--- config.mk ---
export PLATFORM = sky130hd
export DESIGN_NAME = kpst_regs
export DESIGN_NICKNAME = d
export VERILOG_FILES = /design/src/common/kpst_pkg.sv /design/src/common/kpst_flag_if.sv /design/src/rtl/kpst_flag_bank.sv /design/src/rtl/kpst_regs.sv
export SDC_FILE = /design/constraint.sdc
export NUM_CORES = 1
export LEC_CHECK = 0
export ABC_AREA = 1
export CAP_MARGIN = 5
export CORE_MARGIN = 8
export CORE_UTILIZATION = 37
export DETAILED_ROUTE_END_ITERATION = 12
export DONT_BUFFER_PORTS = 1
export HOLD_SLACK_MARGIN = 0.12
export MAX_ROUTING_LAYER = met4
export PLACE_DENSITY = 0.55
export SKIP_CTS_REPAIR_TIMING = 1
export SYNTH_ARGS = -nofsm -noshare
export SYNTH_HDL_FRONTEND = slang
export SYNTH_SLANG_ARGS = --single-unit
--- constraint.sdc ---
create_clock -name mclk -period 1.4 [get_ports mclk]
set_input_delay 0.14 -clock mclk [delete_from_list [all_inputs] [get_ports mclk]]
set_output_delay 0.14 -clock mclk [all_outputs]
set_load 0.01 [all_outputs]
--- src/common/kpst_pkg.sv ---
// Constants of the keypad key status register bank: offsets, widths, reset values.
// Assumes a single 25 MHz clock and a plain register port with one-cycle strobes.
// Operation
// - Release flags: bit 7 key I, bit 0 P.
// - Release flags clear when their register is read.
// - Flag reads 1 only after recorded release event.
// - Live low: key A bit 7, H bit 0.
// - Live high: key I bit 7, P bit 0.
// - Live bit is 1 pressed, 0 released.
package kpst_pkg;

    // ------------------------------------------------------------------
    // Widths
    // ------------------------------------------------------------------
    localparam int KPST_AW    = 8;
    localparam int KPST_DW    = 8;
    localparam int KPST_NKEYS = 16;
    localparam int KPST_HALF  = 8;

    // ------------------------------------------------------------------
    // Register offsets
    // ------------------------------------------------------------------
    localparam logic [KPST_AW-1:0] KPST_OFS_RELEASE_HIGH = 8'h23;
    localparam logic [KPST_AW-1:0] KPST_OFS_LIVE_LOW     = 8'h24;
    localparam logic [KPST_AW-1:0] KPST_OFS_LIVE_HIGH    = 8'h25;
    localparam logic [KPST_AW-1:0] KPST_OFS_INT_STATUS   = 8'h26;
    localparam logic [KPST_AW-1:0] KPST_OFS_INT_MASK     = 8'h27;

    // ------------------------------------------------------------------
    // Reset values
    // ------------------------------------------------------------------
    localparam logic [KPST_DW-1:0] KPST_RST_FLAGS  = 8'h00;
    localparam logic [KPST_DW-1:0] KPST_RST_MASK   = 8'h00;
    localparam logic [KPST_DW-1:0] KPST_RST_RDATA  = 8'h00;
    localparam logic [KPST_DW-1:0] KPST_UNMAPPED   = 8'h00;

endpackage

--- src/common/kpst_flag_if.sv ---
// Carrier between the register bank and its release flag bank.
// Assumes both ends run on the same clock.
`timescale 1ns/10ps
interface kpst_flag_if;
    logic [kpst_pkg::KPST_HALF-1:0] key_now;
    logic [kpst_pkg::KPST_HALF-1:0] clr;
    logic [kpst_pkg::KPST_HALF-1:0] evt;
    logic [kpst_pkg::KPST_HALF-1:0] flags;

    modport owner (input key_now, input clr, output evt, output flags);
    modport user  (output key_now, output clr, input evt, input flags);
endinterface

--- src/rtl/kpst_flag_bank.sv ---
// Release flag bank for keys I to P: edge detection and clear-on-read flags.
// Assumes key_now is live key state on the same clock, bit 7 key I to bit 0 key P.
`timescale 1ns/10ps
module kpst_flag_bank (
    input  wire logic   mclk,
    input  wire logic   sys_rst,
    kpst_flag_if.owner  fb
);

    logic [kpst_pkg::KPST_HALF-1:0] prev_q;
    logic [kpst_pkg::KPST_HALF-1:0] flags_q;
    logic [kpst_pkg::KPST_HALF-1:0] flags_d;

    // ------------------------------------------------------------------
    // Release detection
    // ------------------------------------------------------------------
    // Previous state resets to released so no release is seen out of reset.
    always_ff @(posedge mclk) begin
        if (sys_rst) begin
            prev_q <= '0;
        end else begin
            prev_q <= fb.key_now;
        end
    end

    assign fb.evt = prev_q & ~fb.key_now;

    // ------------------------------------------------------------------
    // Sticky flags
    // ------------------------------------------------------------------
    // A release in the same cycle as the clearing read survives the clear.
    always_comb begin
        flags_d = (flags_q & ~fb.clr) | fb.evt;
    end

    always_ff @(posedge mclk) begin
        if (sys_rst) begin
            flags_q <= kpst_pkg::KPST_RST_FLAGS;
        end else begin
            flags_q <= flags_d;
        end
    end

    assign fb.flags = flags_q;

    // ------------------------------------------------------------------
    // Checks
    // ------------------------------------------------------------------
    a_release_sets_flag: assert property (@(posedge mclk) disable iff (sys_rst)
        (|fb.evt) |=> ((flags_q & $past(fb.evt)) == $past(fb.evt)))
        else $error("release event did not set its flag");

    a_read_clears_flag: assert property (@(posedge mclk) disable iff (sys_rst)
        ((&fb.clr) && (fb.evt == '0)) |=> (flags_q == '0))
        else $error("flags not cleared by read");

    a_flag_needs_event: assert property (@(posedge mclk) disable iff (sys_rst)
        ((flags_q & ~$past(flags_q) & ~$past(fb.evt)) == '0))
        else $error("flag set without a release event");

endmodule

--- src/rtl/kpst_regs.sv ---
// Keypad key status register bank: release flags of keys I to P, live state of
// keys A to P, and an interrupt status and mask pair for the release events.
// Assumes key_down comes from the keypad scanner on mclk, bit 15 key A to bit 0
// key P, 1 while pressed; the register port is driven on the same clock.
`timescale 1ns/10ps
module kpst_regs (
    input  wire logic                            mclk,
    input  wire logic                            sys_rst,
    input  wire logic [kpst_pkg::KPST_NKEYS-1:0] key_down,
    input  wire logic [kpst_pkg::KPST_AW-1:0]    reg_addr,
    input  wire logic [kpst_pkg::KPST_DW-1:0]    reg_wdata,
    input  wire logic                            reg_wr,
    input  wire logic                            reg_rd,
    output logic      [kpst_pkg::KPST_DW-1:0]    reg_rdata,
    output logic                                 irq
);

    // ------------------------------------------------------------------
    // Address decode
    // ------------------------------------------------------------------
    function automatic logic hit(input logic [kpst_pkg::KPST_AW-1:0] a,
                                 input logic [kpst_pkg::KPST_AW-1:0] ofs);
        hit = (a == ofs);
    endfunction

    // Readable offsets; any other address reads as the unmapped value and
    // ignores writes.
    function automatic logic mapped(input logic [kpst_pkg::KPST_AW-1:0] a);
        mapped = hit(a, kpst_pkg::KPST_OFS_RELEASE_HIGH)
              || hit(a, kpst_pkg::KPST_OFS_LIVE_LOW)
              || hit(a, kpst_pkg::KPST_OFS_LIVE_HIGH)
              || hit(a, kpst_pkg::KPST_OFS_INT_STATUS)
              || hit(a, kpst_pkg::KPST_OFS_INT_MASK);
    endfunction

    logic rd_release;
    logic rd_live_low;
    logic rd_live_high;
    logic rd_int_status;
    logic rd_int_mask;
    logic wr_int_status;
    logic wr_int_mask;

    assign rd_release    = reg_rd && hit(reg_addr, kpst_pkg::KPST_OFS_RELEASE_HIGH);
    assign rd_live_low   = reg_rd && hit(reg_addr, kpst_pkg::KPST_OFS_LIVE_LOW);
    assign rd_live_high  = reg_rd && hit(reg_addr, kpst_pkg::KPST_OFS_LIVE_HIGH);
    assign rd_int_status = reg_rd && hit(reg_addr, kpst_pkg::KPST_OFS_INT_STATUS);
    assign rd_int_mask   = reg_rd && hit(reg_addr, kpst_pkg::KPST_OFS_INT_MASK);
    assign wr_int_status = reg_wr && hit(reg_addr, kpst_pkg::KPST_OFS_INT_STATUS);
    assign wr_int_mask   = reg_wr && hit(reg_addr, kpst_pkg::KPST_OFS_INT_MASK);

    // ------------------------------------------------------------------
    // Live key state split
    // ------------------------------------------------------------------
    logic [kpst_pkg::KPST_HALF-1:0] live_low;
    logic [kpst_pkg::KPST_HALF-1:0] live_high;

    assign live_low  = key_down[kpst_pkg::KPST_NKEYS-1:kpst_pkg::KPST_HALF];
    assign live_high = key_down[kpst_pkg::KPST_HALF-1:0];

    // ------------------------------------------------------------------
    // Release flag bank
    // ------------------------------------------------------------------
    kpst_flag_if flag_bus ();

    assign flag_bus.key_now = live_high;
    // Only a read of the release register clears; reads of the live registers
    // and every write leave the flags alone.
    assign flag_bus.clr = rd_release ? '1 : '0;

    kpst_flag_bank u_flags (
        .mclk    (mclk),
        .sys_rst (sys_rst),
        .fb      (flag_bus.owner)
    );

    // ------------------------------------------------------------------
    // Interrupt status and mask
    // ------------------------------------------------------------------
    // This pair mirrors the release events for software that prefers a
    // write-one-to-clear flow; it does not disturb the clear-on-read flags.
    logic [kpst_pkg::KPST_DW-1:0] int_status_q;
    logic [kpst_pkg::KPST_DW-1:0] int_status_d;
    logic [kpst_pkg::KPST_DW-1:0] int_mask_q;

    always_comb begin
        int_status_d = int_status_q;
        if (wr_int_status) begin
            int_status_d = int_status_d & ~reg_wdata;
        end
        int_status_d = int_status_d | flag_bus.evt;
    end

    always_ff @(posedge mclk) begin
        if (sys_rst) begin
            int_status_q <= kpst_pkg::KPST_RST_FLAGS;
        end else begin
            int_status_q <= int_status_d;
        end
    end

    always_ff @(posedge mclk) begin
        if (sys_rst) begin
            int_mask_q <= kpst_pkg::KPST_RST_MASK;
        end else if (wr_int_mask) begin
            int_mask_q <= reg_wdata;
        end
    end

    // The output is registered from the next status, so it changes in step with the
    // status register; a new mask takes effect one cycle after the mask register.
    // Software that masks and then reads may see one last high cycle.
    always_ff @(posedge mclk) begin
        if (sys_rst) begin
            irq <= 1'b0;
        end else begin
            irq <= |(int_status_d & int_mask_q);
        end
    end

    // ------------------------------------------------------------------
    // Read data
    // ------------------------------------------------------------------
    // Writes to the three status registers fall through here unused.
    logic [kpst_pkg::KPST_DW-1:0] rdata_d;

    always_comb begin
        rdata_d = kpst_pkg::KPST_UNMAPPED;
        if (rd_release) begin
            rdata_d = flag_bus.flags;
        end else if (rd_live_low) begin
            rdata_d = live_low;
        end else if (rd_live_high) begin
            rdata_d = live_high;
        end else if (rd_int_status) begin
            rdata_d = int_status_q;
        end else if (rd_int_mask) begin
            rdata_d = int_mask_q;
        end
    end

    always_ff @(posedge mclk) begin
        if (sys_rst) begin
            reg_rdata <= kpst_pkg::KPST_RST_RDATA;
        end else begin
            reg_rdata <= rdata_d;
        end
    end

    // ------------------------------------------------------------------
    // Checks
    // ------------------------------------------------------------------
    a_release_read_value: assert property (@(posedge mclk) disable iff (sys_rst)
        (reg_rd && reg_addr == kpst_pkg::KPST_OFS_RELEASE_HIGH)
        |=> (reg_rdata == $past(flag_bus.flags)))
        else $error("release register read returned wrong value");

    a_live_low_read: assert property (@(posedge mclk) disable iff (sys_rst)
        (reg_rd && reg_addr == kpst_pkg::KPST_OFS_LIVE_LOW)
        |=> (reg_rdata == $past(key_down[15:8])))
        else $error("live low register does not show keys A to H");

    a_live_high_read: assert property (@(posedge mclk) disable iff (sys_rst)
        (reg_rd && reg_addr == kpst_pkg::KPST_OFS_LIVE_HIGH)
        |=> (reg_rdata == $past(key_down[7:0])))
        else $error("live high register does not show keys I to P");

    a_live_tracks_key: assert property (@(posedge mclk) disable iff (sys_rst)
        (reg_rd && reg_addr == kpst_pkg::KPST_OFS_LIVE_HIGH && key_down[7])
        |=> reg_rdata[7])
        else $error("pressed key I does not read as 1");

    a_live_no_side: assert property (@(posedge mclk) disable iff (sys_rst)
        ((reg_rd || reg_wr) && reg_addr != kpst_pkg::KPST_OFS_RELEASE_HIGH
         && flag_bus.evt == '0)
        |=> (flag_bus.flags == $past(flag_bus.flags)))
        else $error("flags changed by a non-clearing access");

    a_write_ignored: assert property (@(posedge mclk) disable iff (sys_rst)
        (reg_wr && reg_addr == kpst_pkg::KPST_OFS_RELEASE_HIGH && flag_bus.evt == '0)
        |=> (flag_bus.flags == $past(flag_bus.flags)))
        else $error("write to release register changed flags");

    a_irq_follows_mask: assert property (@(posedge mclk) disable iff (sys_rst)
        ##1 (irq == |($past(int_status_d) & $past(int_mask_q))))
        else $error("interrupt output does not follow masked status");

    // ------------------------------------------------------------------
    // Checks: live state
    // ------------------------------------------------------------------
    a_key_a_pressed: assert property (@(posedge mclk) disable iff (sys_rst)
        (rd_live_low && key_down[kpst_pkg::KPST_NKEYS-1])
        |=> reg_rdata[kpst_pkg::KPST_DW-1])
        else $error("pressed key A does not read as 1");

    a_key_i_released: assert property (@(posedge mclk) disable iff (sys_rst)
        (rd_live_high && !key_down[kpst_pkg::KPST_HALF-1])
        |=> !reg_rdata[kpst_pkg::KPST_DW-1])
        else $error("released key I does not read as 0");

    a_key_p_released: assert property (@(posedge mclk) disable iff (sys_rst)
        (rd_live_high && !key_down[0])
        |=> !reg_rdata[0])
        else $error("released key P does not read as 0");

    // ------------------------------------------------------------------
    // Checks: release flags
    // ------------------------------------------------------------------
    a_key_i_release: assert property (@(posedge mclk) disable iff (sys_rst)
        (key_down[kpst_pkg::KPST_HALF-1] ##1 !key_down[kpst_pkg::KPST_HALF-1])
        |=> flag_bus.flags[kpst_pkg::KPST_HALF-1])
        else $error("release of key I did not set bit 7");

    a_key_p_release: assert property (@(posedge mclk) disable iff (sys_rst)
        (key_down[0] ##1 !key_down[0]) |=> flag_bus.flags[0])
        else $error("release of key P did not set bit 0");

    // Set wins: a release that lands on the clearing read survives it.
    a_clear_keeps_event: assert property (@(posedge mclk) disable iff (sys_rst)
        ((&flag_bus.clr) && (flag_bus.evt != '0))
        |=> (flag_bus.flags == $past(flag_bus.evt)))
        else $error("release lost in the clearing read");

    a_read_keeps_status: assert property (@(posedge mclk) disable iff (sys_rst)
        (rd_release && flag_bus.evt == '0) |=> $stable(int_status_q))
        else $error("release register read disturbed the status register");

    // ------------------------------------------------------------------
    // Checks: read port
    // ------------------------------------------------------------------
    // Read data falls back to zero between reads, so a host that samples a
    // cycle late sees an idle port rather than stale register contents.
    a_rdata_idle_zero: assert property (@(posedge mclk) disable iff (sys_rst)
        !reg_rd |=> (reg_rdata == kpst_pkg::KPST_RST_RDATA))
        else $error("read data not idle after a cycle without read");

    a_unmapped_read_zero: assert property (@(posedge mclk) disable iff (sys_rst)
        (reg_rd && !mapped(reg_addr)) |=> (reg_rdata == kpst_pkg::KPST_UNMAPPED))
        else $error("unmapped read returned nonzero data");

    a_status_read_value: assert property (@(posedge mclk) disable iff (sys_rst)
        rd_int_status |=> (reg_rdata == $past(int_status_q)))
        else $error("status register read returned wrong value");

    a_mask_read_value: assert property (@(posedge mclk) disable iff (sys_rst)
        rd_int_mask |=> (reg_rdata == $past(int_mask_q)))
        else $error("mask register read returned wrong value");

    a_reset_outputs_low: assert property (@(posedge mclk)
        sys_rst |=> (reg_rdata == kpst_pkg::KPST_RST_RDATA && !irq
                     && flag_bus.flags == kpst_pkg::KPST_RST_FLAGS
                     && int_mask_q == kpst_pkg::KPST_RST_MASK))
        else $error("state not cleared by reset");

    // ------------------------------------------------------------------
    // Checks: writes
    // ------------------------------------------------------------------
    a_live_write_ignored: assert property (@(posedge mclk) disable iff (sys_rst)
        (reg_wr && flag_bus.evt == '0
         && (hit(reg_addr, kpst_pkg::KPST_OFS_LIVE_LOW)
             || hit(reg_addr, kpst_pkg::KPST_OFS_LIVE_HIGH)))
        |=> ($stable(flag_bus.flags) && $stable(int_status_q) && $stable(int_mask_q)))
        else $error("write to a live state register changed state");

    a_stray_write_ignored: assert property (@(posedge mclk) disable iff (sys_rst)
        (reg_wr && !mapped(reg_addr)) |=> $stable(int_mask_q))
        else $error("write to an unmapped address changed the mask");

    // ------------------------------------------------------------------
    // Checks: interrupt status and mask
    // ------------------------------------------------------------------
    a_event_sets_status: assert property (@(posedge mclk) disable iff (sys_rst)
        (flag_bus.evt != '0)
        |=> ((int_status_q & $past(flag_bus.evt)) == $past(flag_bus.evt)))
        else $error("release event did not set its status bit");

    a_status_write_clears: assert property (@(posedge mclk) disable iff (sys_rst)
        (wr_int_status && flag_bus.evt == '0)
        |=> (int_status_q == ($past(int_status_q) & ~$past(reg_wdata))))
        else $error("write of ones did not clear status bits");

    a_status_holds: assert property (@(posedge mclk) disable iff (sys_rst)
        (!wr_int_status && flag_bus.evt == '0) |=> $stable(int_status_q))
        else $error("status register changed without event or write");

    a_mask_takes_write: assert property (@(posedge mclk) disable iff (sys_rst)
        wr_int_mask |=> (int_mask_q == $past(reg_wdata)))
        else $error("mask register did not take the written value");

    a_mask_holds: assert property (@(posedge mclk) disable iff (sys_rst)
        !wr_int_mask |=> $stable(int_mask_q))
        else $error("mask register changed without a write");

    a_irq_needs_status: assert property (@(posedge mclk) disable iff (sys_rst)
        irq |-> (int_status_q != '0))
        else $error("interrupt high with no status bit set");

    a_irq_masked_off: assert property (@(posedge mclk) disable iff (sys_rst)
        (int_mask_q == '0) |=> !irq)
        else $error("interrupt high while every bit is masked");

    a_irq_rises: assert property (@(posedge mclk) disable iff (sys_rst)
        (|(int_status_d & int_mask_q)) |=> irq)
        else $error("interrupt did not rise for an unmasked status bit");

    a_irq_drops: assert property (@(posedge mclk) disable iff (sys_rst)
        ((int_status_d & int_mask_q) == '0) |=> !irq)
        else $error("interrupt stayed high with no unmasked status bit");

endmodule

==> tab_implementation.tex, run 1 <==
\begin{tabular}{lr}
\hline
Metric & Value \\
\hline
\multicolumn{2}{l}{\textbf{Outcome}} \\
Outcome & completed \\
\multicolumn{2}{l}{\textbf{Layout}} \\
Syn-to-layout area delta & 24.6\% \\
Layout cells sized above 1 & 0.101 \\
Antenna diode count & 0 \\
Number of fill cells in the layout & 513 \\
Area used by sequential logic in the layout & 821 um\^{}2 \\
Number of nets in the layout & 321 \\
Multi-input logic area & 873 um\^{}2 \\
Post-route insts no fill & 353 \\
\multicolumn{2}{l}{\textbf{Clock tree}} \\
Clock tree root driver cell & clkbuf\_8 \\
TritonCTS Sinks & 41 \\
CTS tree & built \\
Worst-skew pair later-pin latency & 290 ps \\
Number of CTS-inserted buffers & 5 \\
Clock transition at the registers of the reported paths & about 80 ps \\
Count of H-tree levels built during CTS & 2 \\
Maximum buffer depth of the clock tree & 2 \\
\multicolumn{2}{l}{\textbf{Drt}} \\
Number of detailed-routing iterations run before antenna repair & 4 \\
Average via count per standard cell & approximately 4.8 \\
Via Count & 1697 \\
Antenna-violating nets left & 0 \\
Wire length per cell & between 10 and 15 um \\
Final routed wirelength across all metal layers & 4940 um \\
Number of DRC markers after the initial detailed-route iteration & 116 \\
Post-route DRC violation count & 0 \\
\multicolumn{2}{l}{\textbf{Floorplan}} \\
Height of the chip & about 86 um \\
Cell row count & 25 \\
Die outline area & 7470 um\^{}2 \\
Width of the die & 86.4 um \\
Core box area & 4750 um\^{}2 \\
Effective utilization at floorplan & 0.386 \\
IO Count & 45 \\
\multicolumn{2}{l}{\textbf{Global route}} \\
Largest net degree at the start of global routing & 31 \\
Remaining global-route overflow & 0 \\
First-pass GRT wire length & 7260 um \\
Number of antenna violations at the first check in global routing & 0 \\
Vias in the first global route & approximately 1500 \\
Overall fraction of global-route tracks in use & 0.129 \\
\multicolumn{2}{l}{\textbf{Yosys}} \\
Number of nets in the synthesized netlist & 289 \\
Avg Cell Area, Syn & 7.25 um\^{}2 \\
Yosys top cell by area & dfxtp\_1 \\
Sequential-to-total area share from yosys stat & 0.447 \\
Synthesis warning total & 0 \\
Post-synth top area share & 0.447 \\
Count of distinct cell types in the synthesized netlist & 25 \\
Post-synth design cell area & between 1500 and 2000 um\^{}2 \\
Mapped Cells & 253 \\
Synth top area cells & dfxtp\_1, nand2\_1, a21oi\_1 \\
\#FFs+latches synth & a little over 40 \\
\multicolumn{2}{l}{\textbf{Timing}} \\
Setup repair after global routing missed its margin & false \\
Slew at the pin with the worst max-slew slack & 386 ps \\
Final sum of negative setup slack & 0 ps \\
Setup clock skew after layout & 3.65 ps \\
Number of endpoints with negative hold slack in the final report & 0 \\
Setup-failing EPs final & 0 \\
Highest achievable clock rate & roughly 0.74 GHz \\
Period Utilization, post-route & 0.968 \\
Worst slew slack as a fraction of its limit & 0.742 \\
Least setup slack across all paths after layout & about 45 ps \\
Post-layout min period & 1360 ps \\
Final hold slack & 106 ps \\
Max-slew violations & 0 \\
\multicolumn{2}{l}{\textbf{Place}} \\
Placed cells & 316 \\
Hpwl dp & 3420 um \\
Placement Setup Slack & 88.8 ps \\
Final GP Congestion & 0.839 \\
Port Buffers & 0 \\
\multicolumn{2}{l}{\textbf{Setup path}} \\
R2R Path Start & u\_flags.prev\_q[2] \\
WS Path Type & input pin to flip-flop \\
Register-to-register setup slack & 260 ps \\
Worst setup endpoint & int\_status\_q[2] \\
Critical register-to-register path endpoint & int\_status\_q[2] \\
Required time of the critical path & between 1500 and 2000 ps \\
Depth of the worst register-to-register path & 3 \\
Largest fanout of any net on the critical path & 29 \\
Startpoint types & input pin \\
CP arrival & between 1500 and 2000 ps \\
Crit end category & flip-flop \\
Beginning of the critical path & sys\_rst \\
\multicolumn{2}{l}{\textbf{Pwr}} \\
Proportion of total power due to net switching & 0.238 \\
Power per cell area & between 900 and 1000 nW/um\^{}2 \\
Share of power burned in combinational logic & 0.093 \\
Internal power & 1640 uW \\
Net switching power & roughly 500 uW \\
Pleak & 0.000977 uW \\
Sequential group share of total power & 0.564 \\
Clock Power Share & 0.343 \\
Worst voltage drop across the vdd grid & 0.323 mV \\
\multicolumn{2}{l}{\textbf{Worst hold path}} \\
Path type of the worst min-delay path & input pin to flip-flop \\
Min-Delay Path Depth & 3 \\
\multicolumn{2}{l}{\textbf{Run}} \\
Reported max-cap violation count & 0 \\
\hline
\end{tabular}
[cell usage after synthesis (all sizes together)]
cell type	count
dfxtp	41
nor3	2
nor4	1
nand2	88
o21ai	16
clkbuf	4
a211oi	4
nand3	2
a21oi	29
buf	4
a31oi	4
inv	25
nor2	22
nand4	11
[placed cells by master (no fill, tap or decap)]
master	instances
a211oi_1	4
a21oi_1	29
a31oi_1	4
buf_12	1
buf_4	4
clkbuf_1	1
clkbuf_8	5
clkinv_2	2
dfxtp_1	41
dlygate4sd3_1	28
inv_1	21
inv_2	4
nand2_1	83
nand2_2	4
nand2_4	1
nand3_1	2
nand4_1	10
nand4_2	1
nor2_1	17
nor2_2	1
nor2_4	2
nor2_8	2
nor3_1	1
nor3_2	1
nor4_2	1
o21ai_0	8
o21ai_1	8
[worst max-delay path, stage by stage]
cell and delay [ps]:
dlygate4sd3_1 590, buf_12 200, a21oi_1 50, dlygate4sd3_1 560
[state kept, by name, summed over array words and instances (netlist names)]
| name | flops |
|---|---|
| int_mask_q | 8 |
| int_status_q | 8 |
| irq | 1 |
| reg_rdata | 8 |
| u_flags.fb.flags | 8 |
| u_flags.prev_q | 8 |
[per-layer routing]
layer  vias to the layer above  routed length (um)  share of wire  track usage
met5                         -                   0              0            -
met3                         5                 391          0.079       0.0454
li1                        881                   -              -            -
met2                        47                2210           0.45        0.185
met4                         0                  68          0.014       0.0657
met1                       764                2270           0.46        0.156
[metrics by stage]
stage / utilization / power [uW] / area [um^2]
2_1_floorplan: - / 1350 / 1830
5_1_grt: 0.481 / 2270 / 2280
3_5_place_dp: 0.400 / 1360 / 1900
6_report: 0.481 / 2160 / 2280
3_3_place_gp: 0.400 / 1350 / 1900
4_1_cts: 0.417 / 2100 / 1980
[worst min path at each step]
stage / slack [ps] / from / endpoint
finish: 110 / reg_wdata[7] / int_status_q[7]
global route: 130 / reg_wdata[5] / int_status_q[5]
CTS: -100 / sys_rst / u_flags.fb.flags[2]
detailed placement: 220 / sys_rst / reg_rdata[1]
global placement: 220 / sys_rst / u_flags.fb.flags[0]
floorplan: 270 / key_down[0] / u_flags.prev_q[0]
[cell families (layout without fill, tap and decap cells)]
group	after synthesis	count (layout)	share of synthesized area
compound gates	53	53	0.153
buf+inv	33	66	0.0764
flops	41	41	0.447
simple gates	126	126	0.323
[power by group through the flow]
stage | registers [uW] | clock network (uW) | logic, uW
after floorplan | 1240 | 0 | 108
after global placement | 1240 | 0 | 109
after detailed placement | 1240 | 0 | 111
after CTS | 1220 | 770 | 112
after global routing | 1220 | 821 | 222
final | 1220 | 740 | 200
[cell type report]
cell class,count,share of cell area
clock inverter,2,0.00438
clock buffer,6,0.0318
inverter,25,0.0411
tap,67,0.0367
multi-input combinational,179,0.382
sequential,41,0.359
timing repair buffer,33,0.145
No activity file was read; power rests on OpenSTA's default activity.
==> run 2, diff against run 1 <==
--- a/config.mk
+++ b/config.mk
@@ -13,7 +13,7 @@
 export DONT_BUFFER_PORTS = 1
 export HOLD_SLACK_MARGIN = 0.12
 export MAX_ROUTING_LAYER = met4
-export PLACE_DENSITY = 0.55
+export PLACE_DENSITY = 0.56
 export SKIP_CTS_REPAIR_TIMING = 1
 export SYNTH_ARGS = -nofsm -noshare
 export SYNTH_HDL_FRONTEND = slang
==> tab_implementation.tex, run 2 (synthesized netlist as in run 1, its figures left out) <==
\begin{tabular}{lr}
\hline
Metric & Value \\
\hline
\multicolumn{2}{l}{\textbf{Setup path}} \\
WS Path Type & input pin to flip-flop (unchanged) \\
Startpoint types & input pin (unchanged) \\
Required time of the critical path & 1630 ps (was 1580 ps) \\
Largest fanout of any net on the critical path & 3 (was 29) \\
CP arrival & 1570 ps (was 1540 ps) \\
Crit end category & flip-flop (unchanged) \\
\multicolumn{2}{l}{\textbf{Timing}} \\
Number of endpoints with negative hold slack in the final report & 0 (unchanged) \\
Least setup slack across all paths after layout & 61.6 ps (was 44.6 ps) \\
Max-slew violations & 0 (unchanged) \\
Highest achievable clock rate & 0.747 GHz (was 0.738 GHz) \\
Period Utilization, post-route & 0.956 (was 0.968) \\
Setup clock skew after layout & 2.42 ps (was 3.65 ps) \\
Post-layout min period & 1340 ps (was 1360 ps) \\
Setup-failing EPs final & 0 (unchanged) \\
Final hold slack & 80.9 ps (was 106 ps) \\
Slew at the pin with the worst max-slew slack & 833 ps (was 386 ps) \\
Worst slew slack as a fraction of its limit & 0.443 (was 0.742) \\
\multicolumn{2}{l}{\textbf{Drt}} \\
Antenna-violating nets left & 0 (unchanged) \\
Average via count per standard cell & 4.87 (was 4.81) \\
Number of DRC markers after the initial detailed-route iteration & 135 (was 116) \\
Final routed wirelength across all metal layers & 5050 um (was 4940 um) \\
Via Count & 1715 (was 1697) \\
Number of detailed-routing iterations run before antenna repair & 5 (was 4) \\
Wire length per cell & 14.3 um (was 14.0 um) \\
Post-route DRC violation count & 0 (unchanged) \\
\multicolumn{2}{l}{\textbf{Layout}} \\
Number of fill cells in the layout & 489 (was 513) \\
Syn-to-layout area delta & 25.4\% (was 24.6\%) \\
Number of nets in the layout & 321 (unchanged) \\
Multi-input logic area & 873 um\^{}2 (unchanged) \\
Antenna diode count & 0 (unchanged) \\
Area used by sequential logic in the layout & 821 um\^{}2 (unchanged) \\
Layout cells sized above 1 & 0.0982 (was 0.101) \\
Most frequent standard cell in the layout excluding fill and tap cells & nand2\_1 (unchanged) \\
Most frequent cells in the layout & nand2\_1, dfxtp\_1, a21oi\_1 (unchanged) \\
\multicolumn{2}{l}{\textbf{Floorplan}} \\
Cell row count & 25 (unchanged) \\
Effective utilization at floorplan & 0.386 (unchanged) \\
Core box area & 4750 um\^{}2 (unchanged) \\
Width of the die & 86.4 um (unchanged) \\
Height of the chip & 86.4 um (unchanged) \\
IO Count & 45 (unchanged) \\
Die outline area & 7470 um\^{}2 (unchanged) \\
\multicolumn{2}{l}{\textbf{Place}} \\
Hpwl dp & 3380 um (was 3420 um) \\
Port Buffers & 0 (unchanged) \\
Final GP Congestion & 0.811 (was 0.839) \\
Placement Setup Slack & 132 ps (was 88.8 ps) \\
\multicolumn{2}{l}{\textbf{Clock tree}} \\
TritonCTS Sinks & 41 (unchanged) \\
Worst-skew pair later-pin latency & 290 ps (about the same) \\
Number of CTS-inserted buffers & 5 (unchanged) \\
Maximum buffer depth of the clock tree & 2 (unchanged) \\
Count of H-tree levels built during CTS & 2 (unchanged) \\
Clock tree root driver cell & clkbuf\_8 (unchanged) \\
CTS tree & built (unchanged) \\
Clock transition at the registers of the reported paths & 80 ps (about the same) \\
\multicolumn{2}{l}{\textbf{Global route}} \\
Largest net degree at the start of global routing & 31 (unchanged) \\
Overall fraction of global-route tracks in use & 0.126 (was 0.129) \\
Number of antenna violations at the first check in global routing & 0 (unchanged) \\
Remaining global-route overflow & 0 (unchanged) \\
First-pass GRT wire length & 7220 um (was 7260 um) \\
Vias in the first global route & 1486 (was 1490) \\
\multicolumn{2}{l}{\textbf{Outcome}} \\
Outcome & completed (unchanged) \\
\multicolumn{2}{l}{\textbf{Pwr}} \\
Pleak & 0.000981 uW (was 0.000977 uW) \\
Worst voltage drop across the vdd grid & 0.473 mV (was 0.323 mV) \\
Power per cell area & 954 nW/um\^{}2 (was 945 nW/um\^{}2) \\
\multicolumn{2}{l}{\textbf{Worst hold path}} \\
Path type of the worst min-delay path & input pin to flip-flop (unchanged) \\
\multicolumn{2}{l}{\textbf{Run}} \\
Reported max-cap violation count & 0 (unchanged) \\
\hline
\end{tabular}
## run 2: cell count changes in the layout (fill, tap and decap cells not counted)
cell,change
buf_12,+1
buf_4,-1
clkbuf_8,+1
clkinv_2,-2
## run 2: through the flow
step / std cells / cell area [um^2] / utilization / total power [uW] / setup TNS [ps]
3_3_place_gp: 316 / 1910 / 0.403 / 1360 / 0
3_5_place_dp: 316 / 1910 / 0.403 / 1360 / 0
4_1_cts: 323 / 2000 / 0.421 / 2120 / 0
2_1_floorplan: 253 / 1830 / - / 1350 / 0
6_report: 352 / 2300 / 0.484 / 2190 / 0
5_1_grt: 352 / 2300 / 0.484 / 2300 / -24.8
## run 2: cell type report
type | instances | area share
Multi-Input combinational cell | 179 | 0.380
Sequential cell | 41 | 0.357
Timing Repair Buffer | 33 | 0.149
Inverter | 25 | 0.0408
Clock buffer | 7 | 0.0375
Tap cell | 67 | 0.0364
## run 2: layer usage
metal	wire length [um]	track usage	vias up
met3	330	0.0350	7
met5	0	-	-
met2	2360	0.195	44
met4	68	0.0469	0
met1	2290	0.153	778
li1	-	-	886
## run 2: path summary, 6_finish.rpt
| kind | endpoint | slack [ps] | start | cells after the start |
|---|---|---|---|---|
| worst max-delay path | int_status_q[3] | 60 | key_down[3] | 5 |
| worst min-delay path | reg_rdata[0] | 80 | key_down[8] | 4 |
| worst max register to register | int_status_q[3] | 250 | u_flags.prev_q[3] | 3 |
| worst min register to register | u_flags.fb.flags[0] | 460 | u_flags.fb.flags[0] | 2 |
## run 2: report_power, final
| part | total (uW) | switching (uW) | internal [uW] |
|---|---|---|---|
| combinational | 204 | 106 | 97.9 |
| sequential | 1220 | 15.1 | 1200 |
| clock | 772 | 381 | 391 |
| total | 2190 | 502 | 1690 |
## run 2: critical path, cell delays in order
cell and delay (ps):
dlygate4sd3_1 560, inv_1 80, nand2_1 80, a21oi_1 150, dlygate4sd3_1 560
